===== src/core/dofs_pkg.sv =====
// Constants and mode codes for the digital output function select block
// What this block does
// - Readback: first output left, second right
// - Single-output variant reads back first output only
// - Per-output mode code 0..21, resets to 0
// - Codes 1,2: mains ready, software limit
// - Codes 3-6: move done, position, above, below
// - Codes 7,8,10,11 status; code 9 reserved
// - Codes 12-14: velocity above, below, homing done
// - Code 15: OR of limit switch flags
// - Codes 16,17: command buffer, task in position
// - Codes 19-21: index, controlled stop, power fault
// - Signed threshold, range follows current mode
// - Modes 4-6 accept position min..max
// - Modes 12,13 accept zero..velocity max
// - Other modes accept threshold zero only
// - Cyclic network disables status-driven functions
// - Changed mode write clears threshold
// - Mode 0 drives user output level
// - Source bit: 0 internal, 1 fieldbus
package dofs_pkg;

    localparam logic [7:0]  OFF_READBACK = 8'hc2;
    localparam logic [7:0]  OFF_MODE1    = 8'hc4;
    localparam logic [7:0]  OFF_THR1     = 8'hc6;
    localparam logic [7:0]  OFF_MODE2    = 8'hce;
    localparam logic [7:0]  OFF_THR2     = 8'hd0;

    localparam logic [7:0]  MODE_MAX     = 8'h15;
    localparam logic [7:0]  RST_MODE     = 8'h00;
    localparam logic [63:0] RST_THR      = 64'h0000_0000_0000_0000;
    localparam logic [1:0]  RST_LEVELS   = 2'h0;

    localparam int          PLS_W        = 8;

    typedef enum logic [7:0] {
        MODE_USER        = 8'h00,
        MODE_MAINS_READY = 8'h01,
        MODE_SW_LIMIT    = 8'h02,
        MODE_MOVE_DONE   = 8'h03,
        MODE_IN_POS      = 8'h04,
        MODE_POS_ABOVE   = 8'h05,
        MODE_POS_BELOW   = 8'h06,
        MODE_WARNING     = 8'h07,
        MODE_ENABLED     = 8'h08,
        MODE_RESERVED    = 8'h09,
        MODE_BRAKE       = 8'h0a,
        MODE_FAULT       = 8'h0b,
        MODE_VEL_ABOVE   = 8'h0c,
        MODE_VEL_BELOW   = 8'h0d,
        MODE_HOMED       = 8'h0e,
        MODE_PLS_ANY     = 8'h0f,
        MODE_CMD_BUF     = 8'h10,
        MODE_TASK_IN_POS = 8'h11,
        MODE_UNASSIGNED  = 8'h12,
        MODE_INDEX       = 8'h13,
        MODE_CTRL_STOP   = 8'h14,
        MODE_PWR_FAULT   = 8'h15
    } dofs_mode_t;

endpackage


===== src/core/dofs_chan.sv =====
// One output's function select and threshold storage
`timescale 1ns/100ps
module dofs_chan (
    input  wire logic               clk,
    input  wire logic               rst_n,
    input  wire logic               mode_we,
    input  wire logic               thr_we,
    input  wire logic [63:0]        wdata,
    output logic [7:0]              mode_ff,
    output logic signed [63:0]      thr_ff
);

    logic [7:0]         nxt_mode;
    logic signed [63:0] nxt_thr;

    always_comb begin
        nxt_mode = mode_ff;
        nxt_thr  = thr_ff;
        if (mode_we) begin
            nxt_mode = wdata[7:0];
            // Old threshold may be meaningless under the new mode
            if (wdata[7:0] != mode_ff) begin
                nxt_thr = dofs_pkg::RST_THR;
            end
        end else if (thr_we) begin
            nxt_thr = wdata;
        end
    end

    always_ff @(posedge clk or negedge rst_n) begin
        if (!rst_n) begin
            mode_ff <= dofs_pkg::RST_MODE;
            thr_ff  <= dofs_pkg::RST_THR;
        end else begin
            mode_ff <= nxt_mode;
            thr_ff  <= nxt_thr;
        end
    end

endmodule // dofs_chan


===== src/core/dofs_top.sv =====
// Digital output function select: registers, source mux, output flops
`timescale 1ns/100ps
module dofs_top #(
    parameter bit SINGLE_OUTPUT = 1'b0
) (
    input  wire logic                        clk,
    input  wire logic                        rst_n,
    input  wire logic                        reg_wr_en,
    input  wire logic                        reg_rd_en,
    input  wire logic [7:0]                  reg_addr,
    input  wire logic [63:0]                 reg_wdata,
    output logic [63:0]                      reg_rdata,
    output logic                             reg_ack,
    output logic                             reg_err,
    input  wire logic                        fieldbus_ctrl,
    input  wire logic                        fieldbus_first_level,
    input  wire logic                        fieldbus_second_level,
    input  wire logic                        user_output_level_first,
    input  wire logic                        user_output_level_second,
    input  wire logic                        network_cyclic,
    input  wire logic                        mains_ready,
    input  wire logic                        sw_limit_reached,
    input  wire logic                        move_done,
    input  wire logic                        in_position,
    input  wire logic                        warning_present,
    input  wire logic                        drive_enabled,
    input  wire logic                        motor_brake,
    input  wire logic                        fault_present,
    input  wire logic                        homing_done,
    input  wire logic [dofs_pkg::PLS_W-1:0]  position_limit_switch_flags,
    input  wire logic                        cmd_buffer_active,
    input  wire logic                        task_in_position,
    input  wire logic                        encoder_index,
    input  wire logic                        ctrl_stop_active,
    input  wire logic                        fault_power_stage,
    input  wire logic signed [63:0]          position,
    input  wire logic signed [63:0]          velocity,
    input  wire logic signed [63:0]          position_min,
    input  wire logic signed [63:0]          position_max,
    input  wire logic signed [63:0]          velocity_max,
    output logic                             first_output,
    output logic                             second_output
);

    logic [7:0]         mode_w [2];
    logic signed [63:0] thr_w  [2];
    logic [1:0]         mode_we;
    logic [1:0]         thr_we;
    logic [1:0]         thr_ok;
    logic [1:0]         user_lvl;
    logic [1:0]         fb_lvl;
    logic [1:0]         lvl;
    logic [1:0]         dout_ff;
    logic [1:0]         nxt_dout;
    logic [63:0]        reg_rdata_ff;
    logic [63:0]        nxt_rdata;
    logic               reg_ack_ff;
    logic               nxt_ack;
    logic               reg_err_ff;
    logic               nxt_err;
    logic signed [63:0] abs_vel;
    logic               pls_any;

    assign user_lvl = {user_output_level_second, user_output_level_first};
    assign fb_lvl   = {fieldbus_second_level, fieldbus_first_level};
    assign abs_vel  = (velocity < 0) ? -velocity : velocity;
    assign pls_any  = |position_limit_switch_flags;

    // Legal threshold window for a mode, also used by both channels
    function automatic logic thr_in_range(
        input logic [7:0]         mode,
        input logic signed [63:0] v,
        input logic signed [63:0] pmin,
        input logic signed [63:0] pmax,
        input logic signed [63:0] vmax
    );
        logic ok;
        case (mode)
            dofs_pkg::MODE_IN_POS,
            dofs_pkg::MODE_POS_ABOVE,
            dofs_pkg::MODE_POS_BELOW: begin
                ok = (v >= pmin) && (v <= pmax);
            end
            dofs_pkg::MODE_VEL_ABOVE,
            dofs_pkg::MODE_VEL_BELOW: begin
                ok = (v >= 0) && (v <= vmax);
            end
            default: begin
                ok = (v == 0);
            end
        endcase
        return ok;
    endfunction

    // Readback word: first output in the higher bit, or in bit 0 in the single-output build
    function automatic logic [63:0] readback(input logic [1:0] d);
        logic [63:0] r;
        r = '0;
        if (SINGLE_OUTPUT) begin
            r[0] = d[0];
        end else begin
            r[1] = d[0];
            r[0] = d[1];
        end
        return r;
    endfunction

    genvar gi;
    generate
        for (gi = 0; gi < 2; gi++) begin : g_chan
            dofs_chan u_chan (
                .clk     (clk),
                .rst_n   (rst_n),
                .mode_we (mode_we[gi]),
                .thr_we  (thr_we[gi]),
                .wdata   (reg_wdata),
                .mode_ff (mode_w[gi]),
                .thr_ff  (thr_w[gi])
            );

            always_comb begin
                thr_ok[gi] = thr_in_range(mode_w[gi], reg_wdata,
                                          position_min, position_max,
                                          velocity_max);
            end

            always_comb begin
                case (mode_w[gi])
                    dofs_pkg::MODE_USER:        lvl[gi] = user_lvl[gi];
                    dofs_pkg::MODE_MAINS_READY: lvl[gi] = mains_ready;
                    dofs_pkg::MODE_SW_LIMIT:    lvl[gi] = sw_limit_reached;
                    dofs_pkg::MODE_MOVE_DONE:   lvl[gi] = move_done;
                    dofs_pkg::MODE_IN_POS:      lvl[gi] = in_position;
                    dofs_pkg::MODE_POS_ABOVE:   lvl[gi] = position > thr_w[gi];
                    dofs_pkg::MODE_POS_BELOW:   lvl[gi] = position < thr_w[gi];
                    dofs_pkg::MODE_WARNING:     lvl[gi] = warning_present;
                    dofs_pkg::MODE_ENABLED:     lvl[gi] = drive_enabled;
                    dofs_pkg::MODE_BRAKE:       lvl[gi] = motor_brake;
                    dofs_pkg::MODE_FAULT:       lvl[gi] = fault_present;
                    dofs_pkg::MODE_VEL_ABOVE:   lvl[gi] = abs_vel > thr_w[gi];
                    dofs_pkg::MODE_VEL_BELOW:   lvl[gi] = abs_vel < thr_w[gi];
                    dofs_pkg::MODE_HOMED:       lvl[gi] = homing_done;
                    dofs_pkg::MODE_PLS_ANY:     lvl[gi] = pls_any;
                    dofs_pkg::MODE_CMD_BUF:     lvl[gi] = cmd_buffer_active;
                    dofs_pkg::MODE_TASK_IN_POS: lvl[gi] = task_in_position;
                    dofs_pkg::MODE_INDEX:       lvl[gi] = encoder_index;
                    dofs_pkg::MODE_CTRL_STOP:   lvl[gi] = ctrl_stop_active;
                    dofs_pkg::MODE_PWR_FAULT:   lvl[gi] = fault_power_stage;
                    default:                    lvl[gi] = 1'b0;
                endcase
            end

            always_comb begin
                if (fieldbus_ctrl) begin
                    nxt_dout[gi] = fb_lvl[gi];
                end else if (network_cyclic &&
                             (mode_w[gi] != dofs_pkg::MODE_USER)) begin
                    // User mode stays live so software keeps a way out
                    nxt_dout[gi] = 1'b0;
                end else begin
                    nxt_dout[gi] = lvl[gi];
                end
            end
        end
    endgenerate

    // Register port; a write takes priority over a read in the same cycle
    always_comb begin
        mode_we   = '0;
        thr_we    = '0;
        nxt_rdata = reg_rdata_ff;
        nxt_ack   = 1'b0;
        nxt_err   = 1'b0;
        if (reg_wr_en) begin
            nxt_ack = 1'b1;
            case (reg_addr)
                dofs_pkg::OFF_MODE1: begin
                    if (reg_wdata <= {56'h0, dofs_pkg::MODE_MAX}) begin
                        mode_we[0] = 1'b1;
                    end else begin
                        nxt_err = 1'b1;
                    end
                end
                dofs_pkg::OFF_MODE2: begin
                    if (reg_wdata <= {56'h0, dofs_pkg::MODE_MAX}) begin
                        mode_we[1] = 1'b1;
                    end else begin
                        nxt_err = 1'b1;
                    end
                end
                dofs_pkg::OFF_THR1: begin
                    thr_we[0] = thr_ok[0];
                    nxt_err   = !thr_ok[0];
                end
                dofs_pkg::OFF_THR2: begin
                    thr_we[1] = thr_ok[1];
                    nxt_err   = !thr_ok[1];
                end
                default: begin
                    nxt_err = 1'b1;
                end
            endcase
        end else if (reg_rd_en) begin
            nxt_ack = 1'b1;
            case (reg_addr)
                dofs_pkg::OFF_READBACK: nxt_rdata = readback(dout_ff);
                dofs_pkg::OFF_MODE1:    nxt_rdata = {56'h0, mode_w[0]};
                dofs_pkg::OFF_THR1:     nxt_rdata = thr_w[0];
                dofs_pkg::OFF_MODE2:    nxt_rdata = {56'h0, mode_w[1]};
                dofs_pkg::OFF_THR2:     nxt_rdata = thr_w[1];
                default: begin
                    nxt_rdata = '0;
                    nxt_err   = 1'b1;
                end
            endcase
        end
    end

    always_ff @(posedge clk or negedge rst_n) begin
        if (!rst_n) begin
            dout_ff      <= dofs_pkg::RST_LEVELS;
            reg_rdata_ff <= dofs_pkg::RST_THR;
            reg_ack_ff   <= 1'b0;
            reg_err_ff   <= 1'b0;
        end else begin
            dout_ff      <= nxt_dout;
            reg_rdata_ff <= nxt_rdata;
            reg_ack_ff   <= nxt_ack;
            reg_err_ff   <= nxt_err;
        end
    end

    assign first_output  = dout_ff[0];
    assign second_output = dout_ff[1];
    assign reg_rdata     = reg_rdata_ff;
    assign reg_ack       = reg_ack_ff;
    assign reg_err       = reg_err_ff;
endmodule // dofs_top


===== config.mk =====
export PLATFORM = sky130hd
export DESIGN_NAME = dofs_top
export DESIGN_NICKNAME = d
export VERILOG_FILES = /design/src/core/dofs_pkg.sv /design/src/core/dofs_chan.sv /design/src/core/dofs_top.sv
export SDC_FILE = /design/constraint.sdc
export NUM_CORES = 1
export LEC_CHECK = 0
export ABC_AREA = 0
export BUFFER_PORTS_ARGS = -buffer_cell sky130_fd_sc_hd__buf_2
export CORE_MARGIN = 2
export CORE_UTILIZATION = 57
export CTS_CLUSTER_DIAMETER = 80
export CTS_CLUSTER_SIZE = 24
export DETAILED_ROUTE_END_ITERATION = 8
export PLACE_DENSITY = 0.89
export SYNTH_ARGS = -nofsm -noshare
export SYNTH_HDL_FRONTEND = slang
export SYNTH_SLANG_ARGS = --single-unit

===== constraint.sdc =====
create_clock -name clk -period 3.69 [get_ports clk]
set_clock_uncertainty 0.05 [all_clocks]
set_input_delay 0.1845 -clock clk [delete_from_list [all_inputs] [get_ports clk]]
set_output_delay 0.1845 -clock clk [all_outputs]
set_load 0.05 [all_outputs]

# After elaboration in Yosys (flattened, before gate mapping)
# Cells that the tools add are included.
# Widths: inputs -> output; s select.
# totals
regBits	212
in_bits	424
output_inout_bits	68
# classes
n_addsub	1
magnitude_cmp	14
eq_ne	47
muxes	30
bitwise_logic	1
n_reduce_logical	23
# op_table
operator	n
$mux 64	7
$pmux 64 s5	1
$gt 64x64->1	4
$lt 64x64->1	4
$le 64x64->1	2
$eq 8x4->1 const B	14
$eq 8x5->1 const B	10
$eq 8x3->1 const B	8
$ge 64x1->1 const B	1
$ge 64x64->1	1
$le 64x5->1 const B	1
$logic_not 64->1	1
$lt 64x1->1 const B	1
$neg 64->64	1
$eq 8x8->1 const B	5
$pmux 1 s20	2
$eq 8x2->1 const B	4
$eq 8x1->1 const B	2
$logic_not 8->1	2
$ne 8x8->1	2
$reduce_bool 8->1	2
$mux 1	15
$reduce_or 8->1	1
$reduce_and 2->1	3
11 further kinds	22

# Longest topological paths before layout
# logic_depth
ltp_word	7
mapped_depth	20

# Hierarchy
# Synthesis repeated with hierarchy kept, for this count alone.
# unflattened
hier_cells	2626
hier_area_um2	23601.4
# by_module_without_submodules
module	instances	cells_per_inst	area_per_inst_um2
dofs_top	1	2146	16194.3
dofs_chan	2	240	3703.6

# Worst setup path before layout
# No wires, ideal clock.
# synth_timing
path_kind	input to register
from	input port velocity[9]
to	register dout_ff[0]
setup_time_ns	0.130
t_arrival_ns	4.363
required_ns	3.510
slack_ns	-0.853
stages	18
n_path_buf	1
cell_sequence	or4_4 > or3_4 > nor4_4 > nand3_2 > or4_4 > nand2b_4 > buf_6 > o31ai_2 > xnor2_1 > ha_1 > and3_1 > a221oi_1 > o21ai_0 > a211oi_1 > nand3b_1 > a21bo_2 > o21ai_0 > a31oi_1
# synth_via
elab_chain_cells	6
elab_cells_between_ends	8
cone_classes	1 x add/sub; 3 x order compare; 4 x mux
# synth_rtl
element	line	source
start, declared	dofs_top.sv:37	input wire logic signed [63:0] velocity,
$neg 64->64 or $lt 64x1->1 (tied branches)	dofs_top.sv:66	assign abs_vel = (velocity < 0) ? -velocity : velocity;
$mux 64 *	dofs_top.sv:66	
$lt 64x64->1 or $gt 64x64->1 (tied branches)	dofs_top.sv:141, dofs_top.sv:140	
$pmux 1 s20 *	dofs_top.sv:128	case (mode_w[gi])
$mux 1 *	dofs_top.sv:156	end else if (network_cyclic &&
$mux 1 *	dofs_top.sv:154	if (fieldbus_ctrl) begin
net nxt_dout[0]	dofs_top.sv:54	logic [1:0] nxt_dout;
end signal, assigned	dofs_top.sv:221	dout_ff <= dofs_pkg::RST_LEVELS;
end signal, assigned	dofs_top.sv:226	dout_ff <= nxt_dout;
end, declared	dofs_top.sv:53	logic [1:0] dout_ff;
# The timed path passes the listed nets; every way through them passes the cells marked *.
# A chain may end at the register's enable or synchronous reset.

# Worst setup path after layout
# Ends and elaborated chain as after synthesis.

==> impl_results.md <==
- Nets: 4249
- Reg2Reg Depth: 11
- Final WS setup: -746 ps
- PwrDens: 224 nW/um^2
- Cell Area, Synth: 22400 sq um
- Most frequent cell after synthesis: ha_1
- Fin cells: 3915
- Starting Density: 57.8%
- DP Area: 26900 sq um
- Max Transition Viols Final: 0
- Num rows: 72
- Vias in the first global route: 24400
- Core ar.: 38700 sq um
- Crit path from: velocity[9]
- Worst slew margin: 39.5%
- Worst vdd ir: 0.243 mV
- Die Wd: 202 um
- Synth Area per Inst: 8.31 sq um
- Initial DRC Count: 1946
- Area Growth Syn to Fin: 25.8%
- Post-synth top flop: dfrtp_1
- Worst slack, placed: -1380 ps
- Synth Instances: 2695
- CTS tree: done
- Failing checks: negative setup slack
- TNS Setup: -1770 ps
- Layout cells sized above 1: 24.1%
- Antenna violations before repair: 12
- Tightest Pin Transition: 903 ps
- Endpoint class of the critical path: flip-flop
- Detailed-route wire length: 85000 um
- Max_cap viols: 0
- Commonest cells in the netlist: 449 x ha_1, 402 x inv_1, 304 x nand2_1, 212 x dfrtp_1, 173 x a21oi_1
- R2r endpoint: dout_ff[1]$_DFF_PN0_
- Number of synthesized flops with an enable pin: 0
- Minimum clock period: 4440 ps
- Register bit count reported by yosys: 212
- Placer Congestion: 1.01
- Avg WL per Cell: 21.7 um
- Tcrit/Tclk final: 120%
- Worst R2R Setup Slack: 390 ps
- Synth area leader: ha_1
- RSZ-0062 raised after global routing: yes
- Top post-synthesis cells by area: ha_1 25%, dfrtp_1 24%, inv_1 6.7%
- Crit path largest cell delay: 560 ps
- Crit path to: dout_ff[0]$_DFF_PN0_
- Root Buffer: clkbuf_16
- Post-DP HPWL: 68100 um
- M2 GR Usage: 63.9%
- Final Hold Viols: 0
- Synth Net Count: 3568
- GRT Total Usage: 39.8%
- CTS clk-pin slew, worst paths: 80 ps
- CP required: 4010 ps
- Via density: 6.18
- CP max FO: 9
- Register area share after synthesis: 23.7%
- CP cell instances: buf_2 > or4_4 > or3_4 > nor4_4 > nand3_2 > or4_4 > nand2b_4 > o21ai_0 > xnor2_1 > ha_1 > and3_1 > a221oi_2 > o21ai_1 > a211oi_2 > nand3b_1 > a21bo_2 > o21ai_0 > a31oi_1
- Final setup viols: 27
- Sink Count: 212
- Met1 usage: 51.3%
- Worst-Skew Late Latency: 520 ps
- Pre-antenna DRT Iters: 9
- Max Clock Freq: 225 MHz
- GRT busiest layer: met2
- Total global routing overflow: 0
- Distinct cells, synth: 78
- Htree depth: 1
- Leak: 14.9 nW
- IO buf count: 491
- Post-route ant nets: 0
- Largest net degree at the start of global routing: 91
- TritonCTS buffer count: 17
- Hold Path Class: in2reg
- Vias after detailed routing: 24200
- First-pass GRT wire length: 129000 um
- Synth warnings: 0
- Max stage delay cell, worst path: or4_4
- Critical path class: in2reg
- # DRC: 0
- Crit Reg-Reg Startpoint: g_chan[1].u_chan.thr_ff[49]$_DFFE_PN0P_
- Share of the synthesized area in the top cell type: 25.1%
- Worst setup SP type: input pin
- Placed cell count: 3826
- Crit path DAT: 4760 ps
- I/O pin count: 492
- Die Ht: 202 um
- Design Area, Final: 28200 sq um
- Outcome: finished with violations
- Longest Clk Path Bufs: 3
- Die Footprint: 40900 sq um
- Grt met3 use: 5.63%
- Total Power: 6.31 mW
- Ys async rst share: 100%
## worst min path at each step
stage	cells after the start	to	slack, ps	from
after floorplan	0	dout_ff[0]$_DFF_PN0_	-160	rst_n
after global placement	1	reg_rdata[36]$_DFFE_PN0P_	210	rst_n
after detailed placement	1	reg_rdata[36]$_DFFE_PN0P_	230	rst_n
after CTS	3	g_chan[1].u_chan.thr_ff[27]$_DFFE_PN0P_	1	reg_wdata[27]
after global routing	3	g_chan[0].u_chan.thr_ff[27]$_DFFE_PN0P_	9	reg_wdata[27]
final	3	g_chan[1].u_chan.thr_ff[27]$_DFFE_PN0P_	0.7	reg_wdata[27]
## flip-flops by register name, summed over array words and instances (netlist names)
| name | count |
|---|---|
| dout_ff | 2 |
| reg_rdata | 64 |
| g_chan.u_chan.thr_ff | 128 |
| reg_err | 1 |
| reg_ack | 1 |
| g_chan.u_chan.mode_ff | 16 |
## placed cells by master (no fill, tap or decap), drive strengths merged, types with 18 or more instances in the layout
master       instances
nor4                38
buf                707
mux2i              131
a211oi              19
inv                409
a21oi              173
dfrtp              212
o211ai              18
nor2b               25
o31ai               24
xnor2               76
nand4              100
dlygate4sd3         34
a21o                52
nand2              304
nor3                28
a22oi               65
o21ai              169
nor2                70
clkbuf              22
ha                 449
nand3               55
## stage by stage
step | hold slack [ps] | utilization (%)
finish | 0.671 | 72.8
global route | 8.89 | 72.8
CTS | 1.16 | 72.1
detailed placement | 226 | 69.5
global placement | 210 | 69.5
floorplan | -161 | -
## area by class of cell
type                       count  area [sq um]
multi-input combinational   1997         15500
fill                        3002         10500
sequential                   212          5310
timing repair buffer         746          4640
inverter                     402          1510
tap                          518           648
clock buffer                  17           425
clock inverter                 9           135
antenna                       14          35.0
## logic make-up (layout without fill, tap and decap cells)
logic type | count (synthesis) | count (layout) | synth area share [%]
AND/OR/NAND/NOR | 701 | 701 | 15.6
AO/OA/AOI/OAI | 625 | 625 | 17.8
buffers and inverters | 486 | 1174 | 8.28
adder cells (fa/ha/maj) | 449 | 449 | 25.1
flip-flops | 212 | 212 | 23.7
multiplexers | 145 | 145 | 6.56
XOR/XNOR | 77 | 77 | 3.01
other | 0 | 14 | 0
## repair_timing
action / CTS / global route
buffers inserted: 5 / 5
pin swaps: 6 / 8
cloned: 0 / 5
hold buffers: 34 / 0
endpoints found under the hold margin: 149 / 0
resized for setup: 13 / 13
setup endpoints to repair: 2 / 78
## where the power goes
part	switching, mW	internal (mW)
Sequential	0.00286	2.32
Combinational	1.09	0.900
Clock	1.07	0.922
## critical path, delay by kind of cell
kind | cells | cell delay (ps)
fa+ha+maj | 1 | 320
buf+inv | 1 | 110
simple gates | 8 | 2450
xor+xnor | 1 | 260
compound gates | 7 | 1420
## layer usage
| metal | up-vias | wire length (um) |
|---|---|---|
| met5 | - | 28 |
| met4 | 4 | 5440 |
| met3 | 325 | 7740 |
| met2 | 1333 | 38100 |
| met1 | 11500 | 33700 |
| li1 | 11000 | - |
Power figures use the tool's default switching activity.
